### src/design/pm_cfg.svh
`ifndef PM_CFG_SVH
`define PM_CFG_SVH

// register byte offsets
`define PM_CTRL_OFF 8'h00
`define PM_STAT_OFF 8'h04
`define PM_MASK_OFF 8'h08

// control register field positions
`define PM_WARN_FLAG_BIT 7
`define PM_WARN_ACK_BIT 6
`define PM_DET_SEL_BIT 5
`define PM_WARN_SEL_BIT 4
`define PM_PART_FLAG_BIT 3
`define PM_PART_ACK_BIT 2
`define PM_STOP_SEL_BIT 0

// interrupt status and mask field positions
`define PM_IRQ_WARN_BIT 0
`define PM_IRQ_PART_BIT 1
`define PM_IRQ_W 2

// reset values
`define PM_CTRL_RST 8'h00
`define PM_IRQ_RST 2'h0
`define PM_WORD_RST 32'h0000_0000

`endif

### src/design/pm_types_pkg.sv
package pm_types_pkg;

    typedef enum logic [1:0] {
        st_idle,
        st_write,
        st_read_wait,
        st_read_done
    } bus_state_t;

    typedef struct packed {
        logic hit;
        logic [7:0] addr;
    } data_phase_t;

    typedef struct packed {
        logic detect_level_select;
        logic warning_level_select;
    } level_sel_t;

    typedef struct packed {
        logic low_volt_warning_flag;
        logic partial_down_flag;
        logic stop_mode_select;
        logic stop_written;
    } ctrl_state_t;

endpackage

### src/design/sync_two_ff.sv
`timescale 1ns/1ps
module sync_two_ff #(
    parameter int WIDTH = 1
) (
    input wire logic clk,
    input wire logic rst_n,
    input wire logic [WIDTH-1:0] async_in,
    output logic [WIDTH-1:0] sync_out
);
    logic [WIDTH-1:0] stage_one;

    always_ff @(posedge clk or negedge rst_n) begin
        if (!rst_n) begin
            stage_one <= '0;
            sync_out <= '0;
        end else begin
            stage_one <= async_in;
            sync_out <= stage_one;
        end
    end
endmodule

### src/design/power_mgmt_status_control_two.sv
`timescale 1ns/1ps
`include "pm_cfg.svh"
module power_mgmt_status_control_two (
    input wire logic hclk,
    input wire logic hresetn,
    input wire logic por_n,
    input wire logic hsel,
    input wire logic [31:0] haddr,
    input wire logic [1:0] htrans,
    input wire logic hwrite,
    input wire logic [2:0] hsize,
    input wire logic hready,
    input wire logic [31:0] hwdata,
    output logic hreadyout,
    output logic hresp,
    output logic [31:0] hrdata,
    input wire logic warning_active,
    input wire logic deep_wake,
    output pm_types_pkg::level_sel_t level_select,
    output logic stop_mode_select,
    output logic irq
);
    import pm_types_pkg::*;

    bus_state_t state;
    bus_state_t next_state;
    data_phase_t dph;
    data_phase_t next_dph;
    logic [31:0] next_hrdata;
    ctrl_state_t ctrl;
    ctrl_state_t next_ctrl;
    level_sel_t next_level_select;
    logic [`PM_IRQ_W-1:0] irq_status;
    logic [`PM_IRQ_W-1:0] next_irq_status;
    logic [`PM_IRQ_W-1:0] irq_mask;
    logic [`PM_IRQ_W-1:0] next_irq_mask;
    logic warn_sync;
    logic take;
    logic wr_active;
    logic wr_ctrl;
    logic wr_stat;
    logic wr_mask;
    logic warn_ack;
    logic part_ack;
    logic [`PM_IRQ_W-1:0] events;

    // analog warning level crosses into hclk
    sync_two_ff #(
        .WIDTH(1)
    ) warn_sync_inst (
        .clk(hclk),
        .rst_n(hresetn),
        .async_in(warning_active),
        .sync_out(warn_sync)
    );

    function automatic logic [31:0] read_word(input data_phase_t ph,
                                              input ctrl_state_t c,
                                              input level_sel_t l,
                                              input logic [1:0] st,
                                              input logic [1:0] mk);
        logic [31:0] w;
        w = `PM_WORD_RST;
        if (ph.hit) begin
            unique case (ph.addr)
                `PM_CTRL_OFF: begin
                    w[`PM_WARN_FLAG_BIT] = c.low_volt_warning_flag;
                    w[`PM_DET_SEL_BIT] = l.detect_level_select;
                    w[`PM_WARN_SEL_BIT] = l.warning_level_select;
                    w[`PM_PART_FLAG_BIT] = c.partial_down_flag;
                    w[`PM_STOP_SEL_BIT] = c.stop_mode_select;
                end
                `PM_STAT_OFF: begin
                    w[`PM_IRQ_W-1:0] = st;
                end
                `PM_MASK_OFF: begin
                    w[`PM_IRQ_W-1:0] = mk;
                end
                default: begin
                    w = `PM_WORD_RST;
                end
            endcase
        end
        return w;
    endfunction

    assign take = hsel && htrans[1] && hready;
    assign wr_active = (state == st_write) && dph.hit;
    assign wr_ctrl = wr_active && (dph.addr == `PM_CTRL_OFF);
    assign wr_stat = wr_active && (dph.addr == `PM_STAT_OFF);
    assign wr_mask = wr_active && (dph.addr == `PM_MASK_OFF);
    assign warn_ack = wr_ctrl && hwdata[`PM_WARN_ACK_BIT];
    assign part_ack = wr_ctrl && hwdata[`PM_PART_ACK_BIT];
    assign hreadyout = (state != st_read_wait);
    assign hresp = 1'b0;

    // bus slave sequencing
    always_comb begin
        next_state = state;
        next_dph = dph;
        next_hrdata = hrdata;
        unique case (state)
            st_read_wait: begin
                next_hrdata = read_word(dph, ctrl, level_select,
                                        irq_status, irq_mask);
                next_state = st_read_done;
            end
            st_idle, st_write, st_read_done: begin
                if (take) begin
                    next_dph.hit = (haddr[31:8] == 24'h00_0000);
                    next_dph.addr = haddr[7:0];
                    next_state = hwrite ? st_write : st_read_wait;
                end else begin
                    next_state = st_idle;
                end
            end
        endcase
    end

    always_ff @(posedge hclk or negedge hresetn) begin
        if (!hresetn) begin
            state <= st_idle;
            dph <= '0;
            hrdata <= `PM_WORD_RST;
        end else begin
            state <= next_state;
            dph <= next_dph;
            hrdata <= next_hrdata;
        end
    end

    // control and flag state
    always_comb begin
        next_ctrl = ctrl;
        next_level_select = level_select;
        if (warn_sync) begin
            next_ctrl.low_volt_warning_flag = 1'b1;
        end else if (warn_ack) begin
            next_ctrl.low_volt_warning_flag = 1'b0;
        end
        if (deep_wake) begin
            next_ctrl.partial_down_flag = 1'b1;
        end else if (part_ack) begin
            next_ctrl.partial_down_flag = 1'b0;
        end
        if (wr_ctrl) begin
            next_level_select.detect_level_select = hwdata[`PM_DET_SEL_BIT];
            next_level_select.warning_level_select =
                hwdata[`PM_WARN_SEL_BIT];
        end
        if (wr_ctrl && !ctrl.stop_written) begin
            next_ctrl.stop_mode_select = hwdata[`PM_STOP_SEL_BIT];
            next_ctrl.stop_written = 1'b1;
        end
    end

    always_ff @(posedge hclk or negedge hresetn) begin
        if (!hresetn) begin
            ctrl <= '0;
        end else begin
            ctrl <= next_ctrl;
        end
    end

    always_ff @(posedge hclk or negedge por_n) begin
        if (!por_n) begin
            level_select <= '0;
        end else begin
            level_select <= next_level_select;
        end
    end

    assign stop_mode_select = ctrl.stop_mode_select;

    // interrupt status and mask
    always_comb begin
        events = '0;
        events[`PM_IRQ_WARN_BIT] = next_ctrl.low_volt_warning_flag &&
                                   !ctrl.low_volt_warning_flag;
        events[`PM_IRQ_PART_BIT] = next_ctrl.partial_down_flag &&
                                   !ctrl.partial_down_flag;
        next_irq_status = irq_status;
        if (wr_stat) begin
            next_irq_status = irq_status & ~hwdata[`PM_IRQ_W-1:0];
        end
        next_irq_status = next_irq_status | events;
        next_irq_mask = irq_mask;
        if (wr_mask) begin
            next_irq_mask = hwdata[`PM_IRQ_W-1:0];
        end
    end

    always_ff @(posedge hclk or negedge hresetn) begin
        if (!hresetn) begin
            irq_status <= `PM_IRQ_RST;
            irq_mask <= `PM_IRQ_RST;
        end else begin
            irq_status <= next_irq_status;
            irq_mask <= next_irq_mask;
        end
    end

    assign irq = |(irq_status & irq_mask);

    logic rd_ctrl_done;
    assign rd_ctrl_done = (state == st_read_done) && dph.hit &&
                          (dph.addr == `PM_CTRL_OFF);
endmodule

### config.mk
export PLATFORM = sky130hd
export DESIGN_NAME = power_mgmt_status_control_two
export DESIGN_NICKNAME = d
export VERILOG_FILES = /design/src/design/pm_types_pkg.sv /design/src/design/sync_two_ff.sv /design/src/design/power_mgmt_status_control_two.sv
export VERILOG_INCLUDE_DIRS = /design/src /design/src/design
export SDC_FILE = /design/constraint.sdc
export NUM_CORES = 1
export LEC_CHECK = 0
export ABC_AREA = 1
export BUFFER_PORTS_ARGS = -buffer_cell sky130_fd_sc_hd__buf_4
export CAP_MARGIN = 25
export CORE_MARGIN = 4
export CORE_UTILIZATION = 43
export CTS_CLUSTER_DIAMETER = 200
export CTS_CLUSTER_SIZE = 16
export DETAILED_ROUTE_END_ITERATION = 6
export GPL_TIMING_DRIVEN = 1
export PLACE_DENSITY = 0.82
export SKIP_LAST_GASP = 1
export SYNTH_ARGS = -nofsm -noshare
export SYNTH_HDL_FRONTEND = slang
export SYNTH_SLANG_ARGS = --single-unit
### constraint.sdc
create_clock -name hclk -period 2 [get_ports hclk]
set_clock_uncertainty 0.15 [all_clocks]
set_input_delay 0.3 -clock hclk [delete_from_list [all_inputs] [get_ports hclk]]
set_output_delay 0.3 -clock hclk [all_outputs]
set_load 0.1 [all_outputs]
; ---- After elaboration in Yosys (flattened, before gate mapping)
; Cells that the tools add are included.
[totals]
ff_bits = 55
inputBits = 77
out_inout_bits = 38
wordCells = 57
[op_classes]
eq_ne = 6
mux = 13
bitwise_logic = 4
n_reduce_logical = 20
[ops]
columns = operator, count
row1 = $logic_not A24 Y1, 1
row2 = $logic_and A1 B1 Y1, 11
row3 = $eq A8 B3 Y1 const B, 1
row4 = $eq A8 B4 Y1 const B, 1
row5 = $logic_not A8 Y1, 1
row6 = $mux W8, 1
row7 = $mux W2, 3
row8 = $mux W1, 5
row9 = $and A2 B2 Y2, 2
row10 = $eq A2 B2 Y1 const B, 2
row11 = $pmux W2 S2, 1
row12 = $logic_not A1 Y1, 3
row13 = $mux W3, 1
row14 = $pmux W1 S3, 1
row15 = $reduce_or A3 Y1, 1
row16 = $eq A2 B1 Y1 const B, 1
row17 = $logic_not A2 Y1, 1
row18 = $ne A2 B2 Y1 const B, 1
row19 = $not A2 Y2, 1
row20 = $or A2 B2 Y2, 1
row21 = $pmux W1 S2, 1
row22 = $reduce_and A2 Y1, 1
row23 = $reduce_or A2 Y1, 1

; ---- Longest topological paths before layout
[logic_depth]
depth_word = 8
depth_mapped = 8
ltp_nobuf = 7

; ---- Modules after synthesis
; From an unflattened synthesis, not the netlist that was laid out.
[unflattened]
hier_cells = 193
area_unflattened_um2 = 1539.0
[modules_own_cells]
columns = mod, instances, cells_each, area_each_um2, seq_area_each_um2
row1 = power_mgmt_status_control_two, 1, 191, 1488.9, 675.6
row2 = sync_two_ff, 1, 2, 50.0, 50.0

; ---- Least setup slack after synthesis
; Ideal clock, no wire load.
[synth_path]
path_type = reg2out
from = reg irq_mask[1]
to = out irq
t_arrival_ps = 1103
t_required_ps = 1550
setup_slack_ps = 447
path_stages_with_launch = 2
path_buffers = 0
cell_sequence = dfrtp_1 > a22o_1
[synth_via]
elab_chain_cells = 2
[synth_rtl]
columns = element, line_no
row1 = from (decl), power_mgmt_status_control_two.sv:35  ; logic [`PM_IRQ_W-1:0] irq_mask;
row2 = from (signal assigned), power_mgmt_status_control_two.sv:196  ; irq_mask <= `PM_IRQ_RST;
row3 = from (signal assigned), power_mgmt_status_control_two.sv:199  ; irq_mask <= next_irq_mask;
row4 = $and A2 B2 Y2, power_mgmt_status_control_two.sv:203  ; assign irq = |(irq_status & irq_mask);
row5 = $reduce_or A2 Y1, power_mgmt_status_control_two.sv:203
row6 = to (decl), power_mgmt_status_control_two.sv:21  ; output logic irq
; Every way passes these cells.

; ---- Worst setup path after layout
[layout_path]
from = reg state[1]
to = out hreadyout
[layout_via]
elab_chain_cells = 1
[layout_rtl]
columns = element, line_no
row1 = from (decl), power_mgmt_status_control_two.sv:25  ; bus_state_t state;
row2 = from (signal assigned), power_mgmt_status_control_two.sv:122  ; state <= st_idle;
row3 = from (signal assigned), power_mgmt_status_control_two.sv:126  ; state <= next_state;
row4 = $ne A2 B2 Y1, power_mgmt_status_control_two.sv:94  ; assign hreadyout = (state != st_read_wait);
row5 = to (decl), power_mgmt_status_control_two.sv:14  ; output logic hreadyout,
; Every way passes these cells.

==> results.toml <==
[timing]
rsz0062_at_grt = "false"
hold_violations = 0
whs_ns = 0.0213
timing.slew.headroom = 0.592
timing.final.crit_period_ns = 1.82
finalCritPeriodShare = 0.909
worst_pin_slew_ns = 0.612
setup-tns-final_ns = 0
maxSlewViolCount = 0
timing.fmax_ghz = 0.550
finalSetupViolations = 0

[setup_path]
cp.arrival_ns = 1.37
cp_max_fo = 10
worst-path-buf-inv = 1
startpoint_type = "flop"
worstPathRequired_ns = 1.55
slowest_delay_ns = 0.44
crit_family = "flip-flops"
cp_slowest_cell = "dfrtp_1"
path_cells = "nand2_2 > buf_4"
end_kind = "primary output"
crit_type = "reg -> out"

[min_path]
min_path_type = "in -> reg"

[synthesis]
ys_ff_latch = 29
synth_adder_area_share = 0
synth-simple-area-share = 0.280
synth.cell_area_mm2 = 0.00156
muxShareOfSynthArea = 0
synth.distinct_cells = 20
yosysSeqAreaShare = 0.467
synth_compound_area_frac = 0.0652
avgSynthCellArea_um2 = 8.06
synthXorXnorAreaFrac = 0
synthCells = 193
synth_top_family_by_area = "simple AND/OR/NAND/NOR gates"
yosysWarnings = 0

[floorplan]
die_h_um = 68.1
core_mm2 = 0.00342
ios = 115
start_util = 0.455
fp-row-count = 21
die_x_um = 68.1
dieArea_mm2 = 0.00464

[clock_network]
numCtsBuffers = 5
cts_buffer_depth = 2
clock-sinks = 29
cts_tree = "built"
cts.clk_slew.worst_paths_ns = 0.09
cts-root-buf = "clkbuf_4"
worstSkewPairLatency_ns = 0.32
post_cts.repair.setup_buffers = 0
htreeDepth = 2

[cells_and_area]
stdcell_count = 305
final_util = 0.592
antenna_cells = 0
fill_cells = 322
nNetsFinal = 335
layout-drive-gt1-share = 0.293
syn_to_final_growth_pct = 29.9

[route]
ant_nets = 0
avgViaCountPerCell = 4.38
wirelength_um = 3360
wl_per_cell_um = 11.0
drc_errors = 0
first_iter_violations = 53
routed-via-count = 1337
dr.pass1.iters = 4

[grt]
grt_pass1_vias = 1286
antenna_found_initial = 0
gr-usage-all-layers = 0.163
grt.overflow.total = 0
grt_max_degree = 28
grt_pass1_wl_um = 5580

[placed_design]
placedCellCount = 294
finalWeightedCongestion = 0.834
dp_hpwl_um = 2670
io_buffers = 57

[power]
power.density_mw_per_mm2 = 849
ir_drop_uv = 630
p_leak_nw = 1.08

[status]
run_status = "complete, no violations"

[run]
drv_cap = 0
-- worst paths after layout --
| kind | from | cells after the start | slack (ns) | endpoint |
|---|---|---|---|---|
| worst min register to register | warn_sync_inst.stage_one$_DFF_PN0_ | 0 | 0.23 | warn_sync_inst.sync_out$_DFF_PN0_ |
| worst max register to register | dph[4]$_DFFE_PN0P_ | 7 | 0.48 | ctrl[3]$_DFF_PN0_ |
| worst max-delay path | state[1]$_DFF_PN0_ | 2 | 0.18 | hreadyout |
| min in group asynchronous | por_n | 2 | 0.15 | level_select[1]$_DFFE_PN0N_ |
| worst min-delay path | hwrite | 2 | 0.02 | state[1]$_DFF_PN0_ |
| max in group asynchronous | hresetn | 2 | 1.18 | hrdata[1]$_DFFE_PN0N_ |
-- cell type report --
cell class / count / area [um2] / share of cell area
Clock inverter: 1 / 5.00 / 0.00248
Timing Repair Buffer: 61 / 465 / 0.230
Tap cell: 46 / 57.6 / 0.0285
Sequential cell: 29 / 726 / 0.359
Clock buffer: 7 / 65.1 / 0.0322
Inverter: 17 / 63.8 / 0.0316
Multi-Input combinational cell: 144 / 638 / 0.316
-- cells in the final DEF (no fill, tap or decap) --
| cell | n |
|---|---|
| a22o_1 | 1 |
| clkinv_2 | 1 |
| nor2_2 | 2 |
| buf_4 | 58 |
| nand4_1 | 2 |
| inv_1 | 16 |
| nand2_2 | 1 |
| nor2_8 | 1 |
| nand2_1 | 54 |
| nor2_1 | 22 |
| nand3_1 | 14 |
| or2_2 | 2 |
| dfrtp_1 | 29 |
| conb_1 | 27 |
| clkbuf_8 | 2 |
| inv_2 | 1 |
| a21oi_2 | 1 |
| o21ai_2 | 1 |
| o21ai_1 | 3 |
| clkbuf_4 | 5 |
| o21ai_0 | 12 |
| dlygate4sd3_1 | 3 |
| nor3_4 | 1 |
-- where the power goes --
| group | internal (mW) | switching (mW) | leakage, nW | total (mW) |
|---|---|---|---|---|
| clock network | 0.203 | 0.195 | 0.0413 | 0.398 |
| logic | 0.139 | 0.471 | 0.702 | 0.610 |
| registers | 0.657 | 0.0506 | 0.341 | 0.708 |
| total | 1.00 | 0.716 | 1.08 | 1.72 |
-- sequential cells by signal, indices dropped and copies added, names as in the netlist, 2 cells and up --
name	flops
ctrl	3
dph	9
hrdata	6
irq_mask	2
irq_status	2
level_select	2
state	2
-- per-layer routing --
| metal | track usage | share of wire | vias to the layer above |
|---|---|---|---|
| li1 | - | - | 678 |
| met1 | 0.191 | 0.39 | 611 |
| met2 | 0.279 | 0.54 | 43 |
| met3 | 0.0476 | 0.060 | 5 |
| met4 | 0.0596 | 0.013 | 0 |
| met5 | 0 | 0 | - |
-- logic make-up after synthesis --
group           count (synthesis)
buf+inv                        46
compound gates                 18
simple gates                   99
flops                          29
other cells                     1
-- metrics by stage --
| stage | total power [mW] | setup slack, ns | area, um2 |
|---|---|---|---|
| detailed placement | 1.33 | 0.504 | 1920 |
| finish | 1.72 | 0.182 | 2020 |
| floorplan | 1.23 | 0.447 | 1650 |
| CTS | 1.74 | 0.161 | 2020 |
| global placement | 1.31 | 0.469 | 1920 |
| global route | 1.82 | 0.120 | 2020 |
-- timing repair --
action	4_1_cts	5_1_grt
endpoints found under the hold margin	30	0
resized for setup	0	0
hold buffers	3	0
-- synth_stat cells --
| library cell | number | area, um2 |
|---|---|---|
| buf_4 | 27 | 203 |
| o21ai_2 | 1 | 8.76 |
| nand2_1 | 54 | 203 |
| buf_6 | 2 | 22.5 |
| nor2_1 | 22 | 82.6 |
| dfrtp_1 | 29 | 726 |
| inv_1 | 16 | 60.1 |
| o21ai_0 | 12 | 60.1 |
| or2_2 | 2 | 12.5 |
| inv_2 | 1 | 3.75 |
| nand2_2 | 1 | 6.26 |
| o21ai_1 | 3 | 15.0 |
| nand4_1 | 2 | 12.5 |
| a21oi_2 | 1 | 8.76 |
| a22o_1 | 1 | 8.76 |
| conb_1 | 1 | 3.75 |
| nor3_4 | 1 | 16.3 |
| nor2_8 | 1 | 20.0 |
| nand3_1 | 14 | 70.1 |
| nor2_2 | 2 | 12.5 |
Power figures use the tool's default switching activity.
